<file path="config.mk">
export PLATFORM = sky130hd
export DESIGN_NAME = pat_trap_logic
export DESIGN_NICKNAME = d
export VERILOG_FILES = /design/src/hw/pat_pkg.sv /design/src/hw/pat_trap_logic.sv
export SDC_FILE = /design/constraint.sdc
export NUM_CORES = 1
export LEC_CHECK = 0
export BUFFER_PORTS_ARGS = -buffer_cell sky130_fd_sc_hd__buf_2
export CAP_MARGIN = 10
export CORE_ASPECT_RATIO = 2
export CORE_MARGIN = 3
export CORE_UTILIZATION = 46
export DETAILED_ROUTE_END_ITERATION = 12
export PLACE_DENSITY = 0.8
export RECOVER_POWER = 25
export SETUP_SLACK_MARGIN = 0.02
export SYNTH_ARGS = -nofsm -noshare
export SYNTH_HDL_FRONTEND = slang
export SYNTH_SLANG_ARGS = --single-unit
export TNS_END_PERCENT = 50
</file>
<file path="constraint.sdc">
create_clock -name mclk -period 1.7 [get_ports mclk]
set_input_delay 0.34 -clock mclk [delete_from_list [all_inputs] [get_ports mclk]]
set_output_delay 0.34 -clock mclk [all_outputs]
set_load 0.02 [all_outputs]
</file>
<file path="src/hw/pat_pkg.sv">
// constants for the page access trap logic
package pat_pkg;
   // access key codes that can raise a trap condition
   localparam logic [2:0] PAT_KEY_TRAP_WR   = 3'h1;
   localparam logic [2:0] PAT_KEY_TRAP_RW   = 3'h4;
   localparam logic [2:0] PAT_KEY_TRAP_WR5  = 3'h5;
   // bus cycle type encoding
   localparam logic [1:0] PAT_CYC_DATI      = 2'h0;
   localparam logic [1:0] PAT_CYC_DATIP     = 2'h1;
   localparam logic [1:0] PAT_CYC_DATO      = 2'h2;
   localparam logic [1:0] PAT_CYC_DATOB     = 2'h3;
   // trap vector in kernel space (octal 250)
   localparam logic [15:0] PAT_TRAP_VECTOR  = 16'h00a8;
   // clock and detect delay timing
   localparam int PAT_CLK_NS                = 25;
   localparam int PAT_DET_DLY_NS            = 50;
   localparam int PAT_DET_DLY_CYC           = (PAT_DET_DLY_NS + PAT_CLK_NS - 1) / PAT_CLK_NS;
   // axi register map
   localparam logic [3:0] PAT_ADDR_CTRL     = 4'h0;
   localparam logic [3:0] PAT_ADDR_STATUS   = 4'h4;
   localparam logic [3:0] PAT_ADDR_IRQ_STAT = 4'h8;
   localparam logic [3:0] PAT_ADDR_IRQ_MASK = 4'hc;
   // field positions
   localparam int PAT_BIT_RELOC             = 0;
   localparam int PAT_BIT_TRAP_EN           = 9;
   localparam int PAT_BIT_DETECTED          = 12;
   localparam int PAT_IRQ_DETECT            = 0;
   localparam int PAT_IRQ_WRITTEN           = 1;
   localparam int PAT_IRQ_ATTN              = 2;
   localparam int PAT_IRQ_W                 = 3;
   localparam logic [1:0] PAT_RESP_OKAY     = 2'h0;
   localparam logic [1:0] PAT_RESP_SLVERR   = 2'h2;
endpackage : pat_pkg

</file>
<file path="src/hw/pat_trap_logic.sv">
// page access trap detection, descriptor logging and trap request
`timescale 1ns/10ps
`default_nettype none

module pat_trap_logic
#(
   parameter int DET_DLY_CYC = pat_pkg::PAT_DET_DLY_CYC
)
(
   input  wire logic        mclk,
   input  wire logic        rst,
   // processor timing and cycle information
   input  wire logic        busCycleT5,
   input  wire logic        pause_ts3_pulse,
   input  wire logic        pause_t4_pulse,
   input  wire logic [1:0]  busCycleType,
   input  wire logic [2:0]  access_key_field,
   input  wire logic        relocation_active,
   input  wire logic        unit_register_select_n,
   input  wire logic        abortFlag,
   input  wire logic        trapAck,
   // descriptor bits, trap request, trap vector, detected flag and interrupt
   output logic             descWrite,
   output logic             descAttnData,
   output logic             descWrtnData,
   output logic             trap_request_n,
   output logic [15:0]      trapVector,
   output logic             trap_detected_flag,
   output logic             irq,
   // axi4-lite slave
   input  wire logic [3:0]  s_axi_awaddr,
   input  wire logic        s_axi_awvalid,
   output logic             s_axi_awready,
   input  wire logic [31:0] s_axi_wdata,
   input  wire logic [3:0]  s_axi_wstrb,
   input  wire logic        s_axi_wvalid,
   output logic             s_axi_wready,
   output logic [1:0]       s_axi_bresp,
   output logic             s_axi_bvalid,
   input  wire logic        s_axi_bready,
   input  wire logic [3:0]  s_axi_araddr,
   input  wire logic        s_axi_arvalid,
   output logic             s_axi_arready,
   output logic [31:0]      s_axi_rdata,
   output logic [1:0]       s_axi_rresp,
   output logic             s_axi_rvalid,
   input  wire logic        s_axi_rready
);

   if (DET_DLY_CYC < 1 || DET_DLY_CYC > 255)
   begin : gBadDelay
      $error("DET_DLY_CYC out of range");
   end

   // ------------------------------------------------------------
   // key decode
   // ------------------------------------------------------------
   logic writeCycle;
   logic trap_key_match;
   logic trap_condition_clock;
   logic trapCondLatched_reg;
   logic writeLatched_reg;
   assign writeCycle = (busCycleType == pat_pkg::PAT_CYC_DATO)
                    || (busCycleType == pat_pkg::PAT_CYC_DATOB)
                    || (busCycleType == pat_pkg::PAT_CYC_DATIP);
   assign trap_key_match = ((access_key_field == pat_pkg::PAT_KEY_TRAP_WR) && writeCycle)
                        || (access_key_field == pat_pkg::PAT_KEY_TRAP_RW)
                        || ((access_key_field == pat_pkg::PAT_KEY_TRAP_WR5) && writeCycle);
   assign trap_condition_clock = trap_key_match && relocation_active
                              && unit_register_select_n;

   // capture the condition at the end of T5; the reference itself goes on
   always_ff @(posedge mclk or posedge rst)
   begin
      if (rst)
      begin
         trapCondLatched_reg <= 1'b0;
         writeLatched_reg    <= 1'b0;
      end
      else if (busCycleT5)
      begin
         trapCondLatched_reg <= trap_condition_clock;
         writeLatched_reg    <= writeCycle && relocation_active && unit_register_select_n;
      end
   end

   // ------------------------------------------------------------
   // control registers
   // ------------------------------------------------------------
   logic        trap_enable_bit;
   logic        relocEnable_reg;
   logic [3:0]  irqStat_reg;
   logic [3:0]  irqMask_reg;
   logic        wrFire;
   logic        clrDetect;
   logic [31:0] wdataHeld_reg;
   logic [3:0]  waddrHeld_reg;
   logic [3:0]  wstrbHeld_reg;
   logic        awHave_reg;
   logic        wHave_reg;

   // ------------------------------------------------------------
   // trap detect, hold and delay
   // ------------------------------------------------------------
   logic       trap_hold_latch;
   logic       detect_delay;
   logic [7:0] dlyCnt_reg;
   logic       detSet;
   logic       holdSet;
   logic       preTrap;
   assign preTrap = trapCondLatched_reg && trap_enable_bit && !abortFlag
                 && !detect_delay;
   assign detSet  = pause_ts3_pulse && trapCondLatched_reg && !abortFlag;
   assign holdSet = detSet && trap_enable_bit && !detect_delay;
   assign trap_request_n = !(preTrap || trap_hold_latch);
   assign trapVector     = pat_pkg::PAT_TRAP_VECTOR;

   always_ff @(posedge mclk or posedge rst)
   begin
      if (rst)
      begin
         trap_detected_flag <= 1'b0;
      end
      else if (detSet)
      begin
         trap_detected_flag <= 1'b1;
      end
      else if (clrDetect)
      begin
         trap_detected_flag <= 1'b0;
      end
   end

   always_ff @(posedge mclk or posedge rst)
   begin
      if (rst)
      begin
         trap_hold_latch <= 1'b0;
      end
      else if (trapAck || abortFlag)
      begin
         trap_hold_latch <= 1'b0;
      end
      else if (holdSet)
      begin
         trap_hold_latch <= 1'b1;
      end
   end

   // detect delay follows the flag after the delay count
   always_ff @(posedge mclk or posedge rst)
   begin
      if (rst)
      begin
         dlyCnt_reg   <= 8'h00;
         detect_delay <= 1'b0;
      end
      else if (!trap_detected_flag)
      begin
         dlyCnt_reg   <= 8'h00;
         detect_delay <= 1'b0;
      end
      else if (!detect_delay)
      begin
         if (dlyCnt_reg == 8'(DET_DLY_CYC - 1))
         begin
            detect_delay <= 1'b1;
         end
         else
         begin
            dlyCnt_reg <= dlyCnt_reg + 8'h01;
         end
      end
   end

   // ------------------------------------------------------------
   // descriptor attention and written bits
   // ------------------------------------------------------------
   always_ff @(posedge mclk or posedge rst)
   begin
      if (rst)
      begin
         descWrite    <= 1'b0;
         descAttnData <= 1'b0;
         descWrtnData <= 1'b0;
      end
      else
      begin
         descWrite    <= pause_t4_pulse && (trapCondLatched_reg || writeLatched_reg);
         descAttnData <= trapCondLatched_reg;
         descWrtnData <= writeLatched_reg;
      end
   end

   // ------------------------------------------------------------
   // axi4-lite write path
   // ------------------------------------------------------------
   assign s_axi_awready = !awHave_reg && !s_axi_bvalid;
   assign s_axi_wready  = !wHave_reg && !s_axi_bvalid;
   assign wrFire        = awHave_reg && wHave_reg && !s_axi_bvalid;
   assign clrDetect     = wrFire && (waddrHeld_reg == pat_pkg::PAT_ADDR_CTRL)
                       && wstrbHeld_reg[1] && !wdataHeld_reg[pat_pkg::PAT_BIT_DETECTED];

   always_ff @(posedge mclk or posedge rst)
   begin
      if (rst)
      begin
         awHave_reg    <= 1'b0;
         wHave_reg     <= 1'b0;
         waddrHeld_reg <= 4'h0;
         wdataHeld_reg <= 32'h0;
         wstrbHeld_reg <= 4'h0;
         s_axi_bvalid  <= 1'b0;
         s_axi_bresp   <= pat_pkg::PAT_RESP_OKAY;
      end
      else
      begin
         if (s_axi_awvalid && s_axi_awready)
         begin
            awHave_reg    <= 1'b1;
            waddrHeld_reg <= s_axi_awaddr;
         end
         if (s_axi_wvalid && s_axi_wready)
         begin
            wHave_reg     <= 1'b1;
            wdataHeld_reg <= s_axi_wdata;
            wstrbHeld_reg <= s_axi_wstrb;
         end
         if (wrFire)
         begin
            awHave_reg   <= 1'b0;
            wHave_reg    <= 1'b0;
            s_axi_bvalid <= 1'b1;
            s_axi_bresp  <= (waddrHeld_reg[1:0] == 2'h0) ? pat_pkg::PAT_RESP_OKAY
                                                         : pat_pkg::PAT_RESP_SLVERR;
         end
         else if (s_axi_bvalid && s_axi_bready)
         begin
            s_axi_bvalid <= 1'b0;
         end
      end
   end

   // control bits: relocation enable and trap enable
   always_ff @(posedge mclk or posedge rst)
   begin
      if (rst)
      begin
         relocEnable_reg <= 1'b0;
         trap_enable_bit <= 1'b0;
      end
      else if (wrFire && waddrHeld_reg == pat_pkg::PAT_ADDR_CTRL)
      begin
         if (wstrbHeld_reg[0])
         begin
            relocEnable_reg <= wdataHeld_reg[pat_pkg::PAT_BIT_RELOC];
         end
         if (wstrbHeld_reg[1])
         begin
            trap_enable_bit <= wdataHeld_reg[pat_pkg::PAT_BIT_TRAP_EN];
         end
      end
   end

   // sticky events, write one to clear, set wins
   logic [3:0] irqEvt;
   logic [3:0] irqClr;
   assign irqEvt = {1'b0, descWrite && descAttnData, descWrite && descWrtnData, detSet};
   assign irqClr = (wrFire && waddrHeld_reg == pat_pkg::PAT_ADDR_IRQ_STAT && wstrbHeld_reg[0])
                 ? wdataHeld_reg[3:0] : 4'h0;
   always_ff @(posedge mclk or posedge rst)
   begin
      if (rst)
      begin
         irqStat_reg <= 4'h0;
      end
      else
      begin
         irqStat_reg <= (irqStat_reg & ~irqClr) | irqEvt;
      end
   end

   always_ff @(posedge mclk or posedge rst)
   begin
      if (rst)
      begin
         irqMask_reg <= 4'h0;
      end
      else if (wrFire && waddrHeld_reg == pat_pkg::PAT_ADDR_IRQ_MASK && wstrbHeld_reg[0])
      begin
         irqMask_reg <= wdataHeld_reg[3:0];
      end
   end

   assign irq = |(irqStat_reg & irqMask_reg);

   // ------------------------------------------------------------
   // axi4-lite read path
   // ------------------------------------------------------------
   assign s_axi_arready = !s_axi_rvalid;
   always_ff @(posedge mclk or posedge rst)
   begin
      if (rst)
      begin
         s_axi_rvalid <= 1'b0;
         s_axi_rdata  <= 32'h0;
         s_axi_rresp  <= pat_pkg::PAT_RESP_OKAY;
      end
      else if (s_axi_arvalid && s_axi_arready)
      begin
         s_axi_rvalid <= 1'b1;
         s_axi_rresp  <= pat_pkg::PAT_RESP_OKAY;
         s_axi_rdata  <= 32'h0;
         unique case (s_axi_araddr)
            pat_pkg::PAT_ADDR_CTRL:
            begin
               s_axi_rdata[pat_pkg::PAT_BIT_RELOC]    <= relocEnable_reg;
               s_axi_rdata[pat_pkg::PAT_BIT_TRAP_EN]  <= trap_enable_bit;
               s_axi_rdata[pat_pkg::PAT_BIT_DETECTED] <= trap_detected_flag;
            end
            pat_pkg::PAT_ADDR_STATUS:
            begin
               s_axi_rdata[3:0] <= {detect_delay, trap_hold_latch, trapCondLatched_reg,
                                    !trap_request_n};
            end
            pat_pkg::PAT_ADDR_IRQ_STAT:
            begin
               s_axi_rdata[3:0] <= irqStat_reg;
            end
            pat_pkg::PAT_ADDR_IRQ_MASK:
            begin
               s_axi_rdata[3:0] <= irqMask_reg;
            end
            default:
            begin
               s_axi_rresp <= pat_pkg::PAT_RESP_SLVERR;
            end
         endcase
      end
      else if (s_axi_rvalid && s_axi_rready)
      begin
         s_axi_rvalid <= 1'b0;
      end
   end

endmodule : pat_trap_logic

`default_nettype wire

</file>
=== Word level (Yosys, flattened, before mapping) ===
Cells that the tools add are included.

* Register bits after elaboration: 59
* Input bits: 63
* Output and inout port bits: 63

* $add $sub $neg: 1
* Equal/unequal tests: 14
* Mux-type cells: 25
* Bitwise operators: 4
* Reductions and logical operators: 61

{| class="wikitable"
|+ Operator list
! operator !! number
|-
| 1-bit logical AND || 32
|-
| 8-bit two-way mux || 3
|-
| 1-bit two-way mux || 17
|-
| 4-bit == test (second input constant) || 4
|-
| 2-bit nonzero test || 6
|-
| 3-bit one-hot mux with 3 select lines || 1
|-
| 8-bit by 1-bit adder with 8-bit output (second input constant) || 1
|-
| 4-bit bitwise AND || 2
|-
| 8-bit by 1-bit == test with 1-bit output (second input constant) || 1
|-
| 1-bit zero test || 8
|-
| 4-bit zero test || 2
|-
| 4-bit OR reduction || 2
|-
| 1-bit logical OR || 7
|-
| 3-bit == test (second input constant) || 2
|-
| 2-bit AND reduction || 3
|-
| 2-bit == test (second input constant) || 2
|-
| 4-bit by 3-bit == test with 1-bit output (second input constant) || 1
|-
| 2-bit two-way mux || 2
|-
| 4-bit two-way mux || 1
|-
| 2-bit inequality test (second input constant) || 2
|-
| 4-bit inverter || 1
|-
| 4-bit by 3-bit bitwise OR with 4-bit output || 1
|-
| 1-bit one-hot mux with 4 select lines || 1
|-
| 3-bit by 1-bit == test with 1-bit output (second input constant) || 1
|-
| other kinds (2) || 2
|}

=== Logic depth before layout (Yosys ltp) ===
* Depth in word-level cells: 8
* Mapped depth: 5
* Depth with buffers taken out: 5

=== Least setup slack after synthesis ===
OpenSTA, ideal clock, no wires.

* Path kind: reg2reg
* Start: register s_axi_bvalid
* End: register irqMask_reg[0]
* Data arrival time: 1.412 ns
* Data required time: 1.575 ns
* Path slack: 0.163 ns
* Cell stages (with the launch flop): 5
* Path through: dfrtp_1 -> and3b_1 -> buf_6 -> and4_4 -> mux2_4

* Longest elaborated chain between the ends: 4

{| class="wikitable"
|+ RTL lines
! what !! line !! RTL
|-
| from (decl) || pat_trap_logic.sv:39 || <nowiki>output logic s_axi_bvalid,</nowiki>
|-
| from (signal assigned) || pat_trap_logic.sv:213 || <nowiki>s_axi_bvalid <= 1'b0;</nowiki>
|-
| from (signal assigned) || pat_trap_logic.sv:233 || <nowiki>s_axi_bvalid <= 1'b1;</nowiki>
|-
| from (signal assigned) || pat_trap_logic.sv:239 || <nowiki>s_axi_bvalid <= 1'b0;</nowiki>
|-
| 1-bit zero test || pat_trap_logic.sv:200 || <nowiki>assign wrFire = awHave_reg && wHave_reg && !s_axi_bvalid;</nowiki>
|-
| 1-bit logical AND || pat_trap_logic.sv:200 ||
|-
| 1-bit logical AND (2 in series) || pat_trap_logic.sv:289 || <nowiki>else if (wrFire && waddrHeld_reg == pat_pkg::PAT_ADDR_IRQ_MASK && wstrbHeld_reg[0])</nowiki>
|-
| to (signal assigned) || pat_trap_logic.sv:291 || <nowiki>irqMask_reg <= wdataHeld_reg[3:0];</nowiki>
|-
| to (decl) || pat_trap_logic.sv:93 || <nowiki>logic [3:0] irqMask_reg;</nowiki>
|}

No other way between the ends.
A chain may end at the register's enable or synchronous reset.

=== Final worst setup path ===
* Start: register detect_delay
* End: output trap_request_n

* Longest elaborated chain between the ends: 4

{| class="wikitable"
|+ RTL lines
! what !! line !! RTL
|-
| from (decl) || pat_trap_logic.sv:106 || <nowiki>logic detect_delay;</nowiki>
|-
| from (signal assigned) || pat_trap_logic.sv:156 || <nowiki>detect_delay <= 1'b0;</nowiki>
|-
| from (signal assigned) || pat_trap_logic.sv:161 || <nowiki>detect_delay <= 1'b0;</nowiki>
|-
| from (signal assigned) || pat_trap_logic.sv:167 || <nowiki>detect_delay <= 1'b1;</nowiki>
|-
| 1-bit zero test || n/a ||
|-
| 1-bit logical AND || pat_trap_logic.sv:112 || <nowiki>&& !detect_delay;</nowiki>
|-
| 1-bit logical OR || pat_trap_logic.sv:115 || <nowiki>assign trap_request_n = !(preTrap || trap_hold_latch);</nowiki>
|-
| 1-bit zero test || pat_trap_logic.sv:115 ||
|-
| to (decl) || pat_trap_logic.sv:26 || <nowiki>output logic trap_request_n,</nowiki>
|}

No other way between the ends.

==> flow_summary.html <==
<table>
<tr><th>Metric</th><th>Value</th></tr>
<tr><th colspan="2">Placement</th></tr>
<tr><td>Pre-CTS setup slack</td><td>169.8 ps</td></tr>
<tr><td>RePlAce Congestion</td><td>0.7518</td></tr>
<tr><td>Count of port buffers added during placement</td><td>53</td></tr>
<tr><td>Detailed placement HPWL</td><td>3.893 mm</td></tr>
<tr><th colspan="2">Final layout</th></tr>
<tr><td>Fraction of layout instances using a drive strength above 1</td><td>0.3154</td></tr>
<tr><td>Filler cells</td><td>500</td></tr>
<tr><td>Synth-to-layout area growth</td><td>11.96%</td></tr>
<tr><td>Number of flip-flops under the largest register name</td><td>8</td></tr>
<tr><td>Net count of the finished layout</td><td>362</td></tr>
<tr><td>Number of diodes</td><td>0</td></tr>
<tr><th colspan="2">Timing</th></tr>
<tr><td>Achievable frequency</td><td>624.5 MHz</td></tr>
<tr><td>Final-report setup violation count</td><td>0</td></tr>
<tr><td>Number of max-slew violations in the final report</td><td>0</td></tr>
<tr><td>Final clock skew</td><td>7.346 ps</td></tr>
<tr><td>Final min period</td><td>1601 ps</td></tr>
<tr><td>Smallest hold slack</td><td>200.4 ps</td></tr>
<tr><td>Setup TNS</td><td>0 ps</td></tr>
<tr><td>Least-Margin Pin Slew</td><td>711.0 ps</td></tr>
<tr><td>Post-route fraction of the period consumed by the critical path</td><td>0.9419</td></tr>
<tr><td>Setup repair after global routing missed its margin</td><td>no</td></tr>
<tr><td>Worst rel slew slack</td><td>0.5260</td></tr>
<tr><td>Hold Violations, Final</td><td>0</td></tr>
<tr><td>Worst setup slack after layout</td><td>98.74 ps</td></tr>
<tr><th colspan="2">Global route</th></tr>
<tr><td>Vias in the first global route</td><td>1757</td></tr>
<tr><td>Pin count of the biggest net entering global routing</td><td>31</td></tr>
<tr><td>Global-route wire length before repair</td><td>7.700 mm</td></tr>
<tr><td>Remaining global-route overflow</td><td>0</td></tr>
<tr><td>Number of antenna violations at the first check in global routing</td><td>0</td></tr>
<tr><td>Combined global-route utilization of all metal layers</td><td>0.1522</td></tr>
<tr><th colspan="2">Synthesis</th></tr>
<tr><td>Synth warnings</td><td>0</td></tr>
<tr><td>Post-synth top flop</td><td>sky130_fd_sc_hd__dfrtp_1</td></tr>
<tr><td>Multiplexer share of the synthesized area</td><td>0.1089</td></tr>
<tr><td>Number of flops mapped to enable cells by yosys</td><td>0</td></tr>
<tr><td>Sequential element share of the synthesized area</td><td>0.4840</td></tr>
<tr><td>Synth Area in Adders</td><td>0.009681</td></tr>
<tr><td>Largest family of logic cells by synthesized area</td><td>buffers and inverters</td></tr>
<tr><td>Synth Cell Area</td><td>2585 um^2</td></tr>
<tr><td>Avg Synthesized Cell Area</td><td>11.05 um^2</td></tr>
<tr><td>Area share of and/or/nand/nor cells after synthesis</td><td>0.1365</td></tr>
<tr><td>Async S/R FF share, synth</td><td>1.000</td></tr>
<tr><td>FF+latch count, synth</td><td>50</td></tr>
<tr><td>Synth Area in XOR/XNOR</td><td>0.006776</td></tr>
<tr><td>Number of standard cells after synthesis</td><td>234</td></tr>
<tr><td>Yosys cell types</td><td>47</td></tr>
<tr><td>Compound-Gate Fraction of Synth Area</td><td>0.1026</td></tr>
<tr><th colspan="2">Clock tree</th></tr>
<tr><td>Number of sinks driven by the clock tree</td><td>50</td></tr>
<tr><td>Worst skew pair latency</td><td>300 ps</td></tr>
<tr><td>CTS buffer count</td><td>5</td></tr>
<tr><td>CTS H-Tree Depth</td><td>2</td></tr>
<tr><td>Clock input transition at the sequential cells of the worst setup and hold paths</td><td>90 ps</td></tr>
<tr><td>Max clock buf depth</td><td>2</td></tr>
<tr><td>Root buf cell</td><td>sky130_fd_sc_hd__clkbuf_8</td></tr>
<tr><td>Clock tree from TritonCTS</td><td>yes</td></tr>
<tr><th colspan="2">Pwr</th></tr>
<tr><td>Peak VDD IR</td><td>0.8201 mV</td></tr>
<tr><td>Areal power density over the cells</td><td>1278 nW/um^2</td></tr>
<tr><td>Static Leak</td><td>1.430 nW</td></tr>
<tr><td>Overall Power</td><td>3.699 mW</td></tr>
<tr><th colspan="2">Worst setup path</th></tr>
<tr><td>Startpoint-to-endpoint class of the critical path</td><td>register to output port</td></tr>
<tr><td>Critical Path Source</td><td>detect_delay</td></tr>
<tr><td>Highest fanout seen on the critical path</td><td>2</td></tr>
<tr><td>Startpoint kind of the worst setup timing path</td><td>register</td></tr>
<tr><td>Kind of capture point of the worst setup path</td><td>output port</td></tr>
<tr><td>Data arrival, critical path</td><td>1260 ps</td></tr>
<tr><td>WP data required</td><td>1360 ps</td></tr>
<tr><td>Launch instance of the worst register-to-register path</td><td>waddrHeld_reg[0]</td></tr>
<tr><th colspan="2">Routing</th></tr>
<tr><td>Vias post-DR</td><td>1785</td></tr>
<tr><td>DRC</td><td>0</td></tr>
<tr><td>Routed wire length</td><td>4.803 mm</td></tr>
<tr><td>Detailed Routing Iterations Pass 1</td><td>4</td></tr>
<tr><td>Number of design-rule violations left by the first detailed-router iteration</td><td>45</td></tr>
<tr><td>Count of nets left with antenna violations after detail routing</td><td>0</td></tr>
<tr><td>Average wire length per cell after detail routing</td><td>13.42 um</td></tr>
<tr><td>Vias per Instance</td><td>4.986</td></tr>
<tr><th colspan="2">Min path</th></tr>
<tr><td>Hold/Removal Path Class</td><td>input port to register</td></tr>
<tr><td>Hold path startpoint</td><td>trapAck</td></tr>
<tr><th colspan="2">Floorplanning</th></tr>
<tr><td>Core Area</td><td>5420 um^2</td></tr>
<tr><td>Initial Util</td><td>0.4769</td></tr>
<tr><td>IO Pins</td><td>126</td></tr>
<tr><td>Die Outline Area</td><td>6609 um^2</td></tr>
<tr><td>Core Rows</td><td>38</td></tr>
<tr><td>Chip Width</td><td>59.01 um</td></tr>
<tr><td>Overall die height</td><td>112.0 um</td></tr>
<tr><th colspan="2">Status</th></tr>
<tr><td>Outcome</td><td>finished clean</td></tr>
<tr><th colspan="2">Flow run</th></tr>
<tr><td>Max Cap Violations</td><td>0</td></tr>
</table>
[final timing paths]
kind | endpoint | slack (ps) | cells after the start
max | trap_request_n | 100 | 3
min | trap_hold_latch | 200 | 2
max reg2reg | irqMask_reg[1] | 180 | 3
min reg2reg | descWrtnData | 410 | 0
max in group asynchronous | descAttnData | 330 | 4
min in group asynchronous | wHave_reg | 470 | 3
[placed cells by master (no fill, tap or decap), types with 3 or more instances in the layout]
| master | n |
|---|---|
| sky130_fd_sc_hd__mux2_2 | 17 |
| sky130_fd_sc_hd__o21ai_0 | 10 |
| sky130_fd_sc_hd__or3_1 | 3 |
| sky130_fd_sc_hd__nor2b_1 | 5 |
| sky130_fd_sc_hd__nand2_1 | 10 |
| sky130_fd_sc_hd__buf_4 | 6 |
| sky130_fd_sc_hd__a21oi_1 | 6 |
| sky130_fd_sc_hd__mux2i_1 | 3 |
| sky130_fd_sc_hd__mux2_4 | 4 |
| sky130_fd_sc_hd__inv_1 | 8 |
| sky130_fd_sc_hd__conb_1 | 44 |
| sky130_fd_sc_hd__a22oi_1 | 5 |
| sky130_fd_sc_hd__dfrtp_1 | 50 |
| sky130_fd_sc_hd__nand2b_1 | 6 |
| sky130_fd_sc_hd__a21boi_0 | 3 |
| sky130_fd_sc_hd__nor2_1 | 11 |
| sky130_fd_sc_hd__buf_2 | 53 |
| sky130_fd_sc_hd__clkbuf_8 | 5 |
[cell type report]
type	count	area, um^2	share of cell area
Clock buffer	6	72.57	0.02508
Multi-Input combinational cell	170	1122	0.3878
Inverter	8	30.03	0.01038
Clock inverter	2	13.76	0.004756
Tap cell	60	75.07	0.02594
Sequential cell	50	1251	0.4323
Timing Repair Buffer	62	329.1	0.1137
[where the power goes]
group	internal [mW]	switching, mW	total, mW
clock	0.291	0.371	0.662
sequential	1.51	0.280	1.79
combinational	0.603	0.645	1.25
total	2.40	1.30	3.70
[synth_stat cells, types with 2 or more instances]
cell	instances	share of area
sky130_fd_sc_hd__or2_2	2	0.0048
sky130_fd_sc_hd__mux2_4	4	0.023
sky130_fd_sc_hd__nor4b_1	2	0.0068
sky130_fd_sc_hd__o21a_1	2	0.0058
sky130_fd_sc_hd__ha_1	2	0.0097
sky130_fd_sc_hd__nand3_1	2	0.0039
sky130_fd_sc_hd__clkbuf_1	2	0.0029
sky130_fd_sc_hd__a31oi_1	2	0.0048
sky130_fd_sc_hd__conb_1	2	0.0029
sky130_fd_sc_hd__nand2_1	10	0.015
sky130_fd_sc_hd__o22a_1	2	0.0068
sky130_fd_sc_hd__inv_1	8	0.012
sky130_fd_sc_hd__nor2_1	11	0.016
sky130_fd_sc_hd__a21boi_0	3	0.0087
sky130_fd_sc_hd__nor3b_1	2	0.0058
sky130_fd_sc_hd__buf_4	44	0.13
sky130_fd_sc_hd__xnor2_1	2	0.0068
sky130_fd_sc_hd__or3_1	3	0.0073
sky130_fd_sc_hd__a22oi_1	5	0.015
sky130_fd_sc_hd__nand4_1	2	0.0048
sky130_fd_sc_hd__a221o_1	2	0.0077
sky130_fd_sc_hd__nor2b_1	5	0.012
sky130_fd_sc_hd__nor3_1	2	0.0039
sky130_fd_sc_hd__mux2_2	17	0.074
sky130_fd_sc_hd__a22o_1	2	0.0068
sky130_fd_sc_hd__mux2i_1	3	0.012
sky130_fd_sc_hd__o21ai_0	10	0.019
sky130_fd_sc_hd__and3b_1	2	0.0068
sky130_fd_sc_hd__nand2b_1	6	0.015
sky130_fd_sc_hd__nand4b_1	2	0.0068
sky130_fd_sc_hd__a21oi_1	6	0.012
sky130_fd_sc_hd__dfrtp_1	50	0.48
[worst max-delay path: stages (launching register included)]
cell and delay [ps]:
sky130_fd_sc_hd__dfrtp_1 420, sky130_fd_sc_hd__nor4bb_4 280, sky130_fd_sc_hd__nor2_1 100, sky130_fd_sc_hd__buf_2 170
[cell families (layout without fill, tap and decap cells)]
| family | count (synthesis) | in the layout |
|---|---|---|
| adders and majority gates | 2 | 2 |
| DFF | 50 | 50 |
| other | 2 | 44 |
| muxes | 24 | 24 |
| buffers and inverters | 56 | 78 |
| and+or+nand+nor | 59 | 59 |
| xor gates and xnor gates | 2 | 2 |
| AOI/OAI and AO/OA | 39 | 39 |
[through the flow]
step,area (um^2),utilization,cells
6_report,2894,0.5339,358
5_1_grt,2894,0.5339,358
4_1_cts,2904,0.5358,358
3_5_place_dp,2794,0.5155,348
3_3_place_gp,2794,0.5155,348
2_1_floorplan,2743,-,276
[per-layer routing]
| layer | GRT usage | vias to the layer above | part of all wire |
|---|---|---|---|
| li1 | - | 859 | - |
| met1 | 0.1620 | 849 | 0.36 |
| met2 | 0.2777 | 72 | 0.56 |
| met3 | 0.02762 | 5 | 0.062 |
| met4 | 0.06657 | 0 | 0.019 |
| met5 | 0 | - | 0 |
[what timing repair did]
action	4_1_cts	5_1_grt
hold endpoints to repair	3	0
hold buffers	1	0
gates resized for setup	1	1
setup buffers	1	0
endpoints found under the setup margin	1	1
pin swaps	0	1
(Power assumes the default switching activity.)
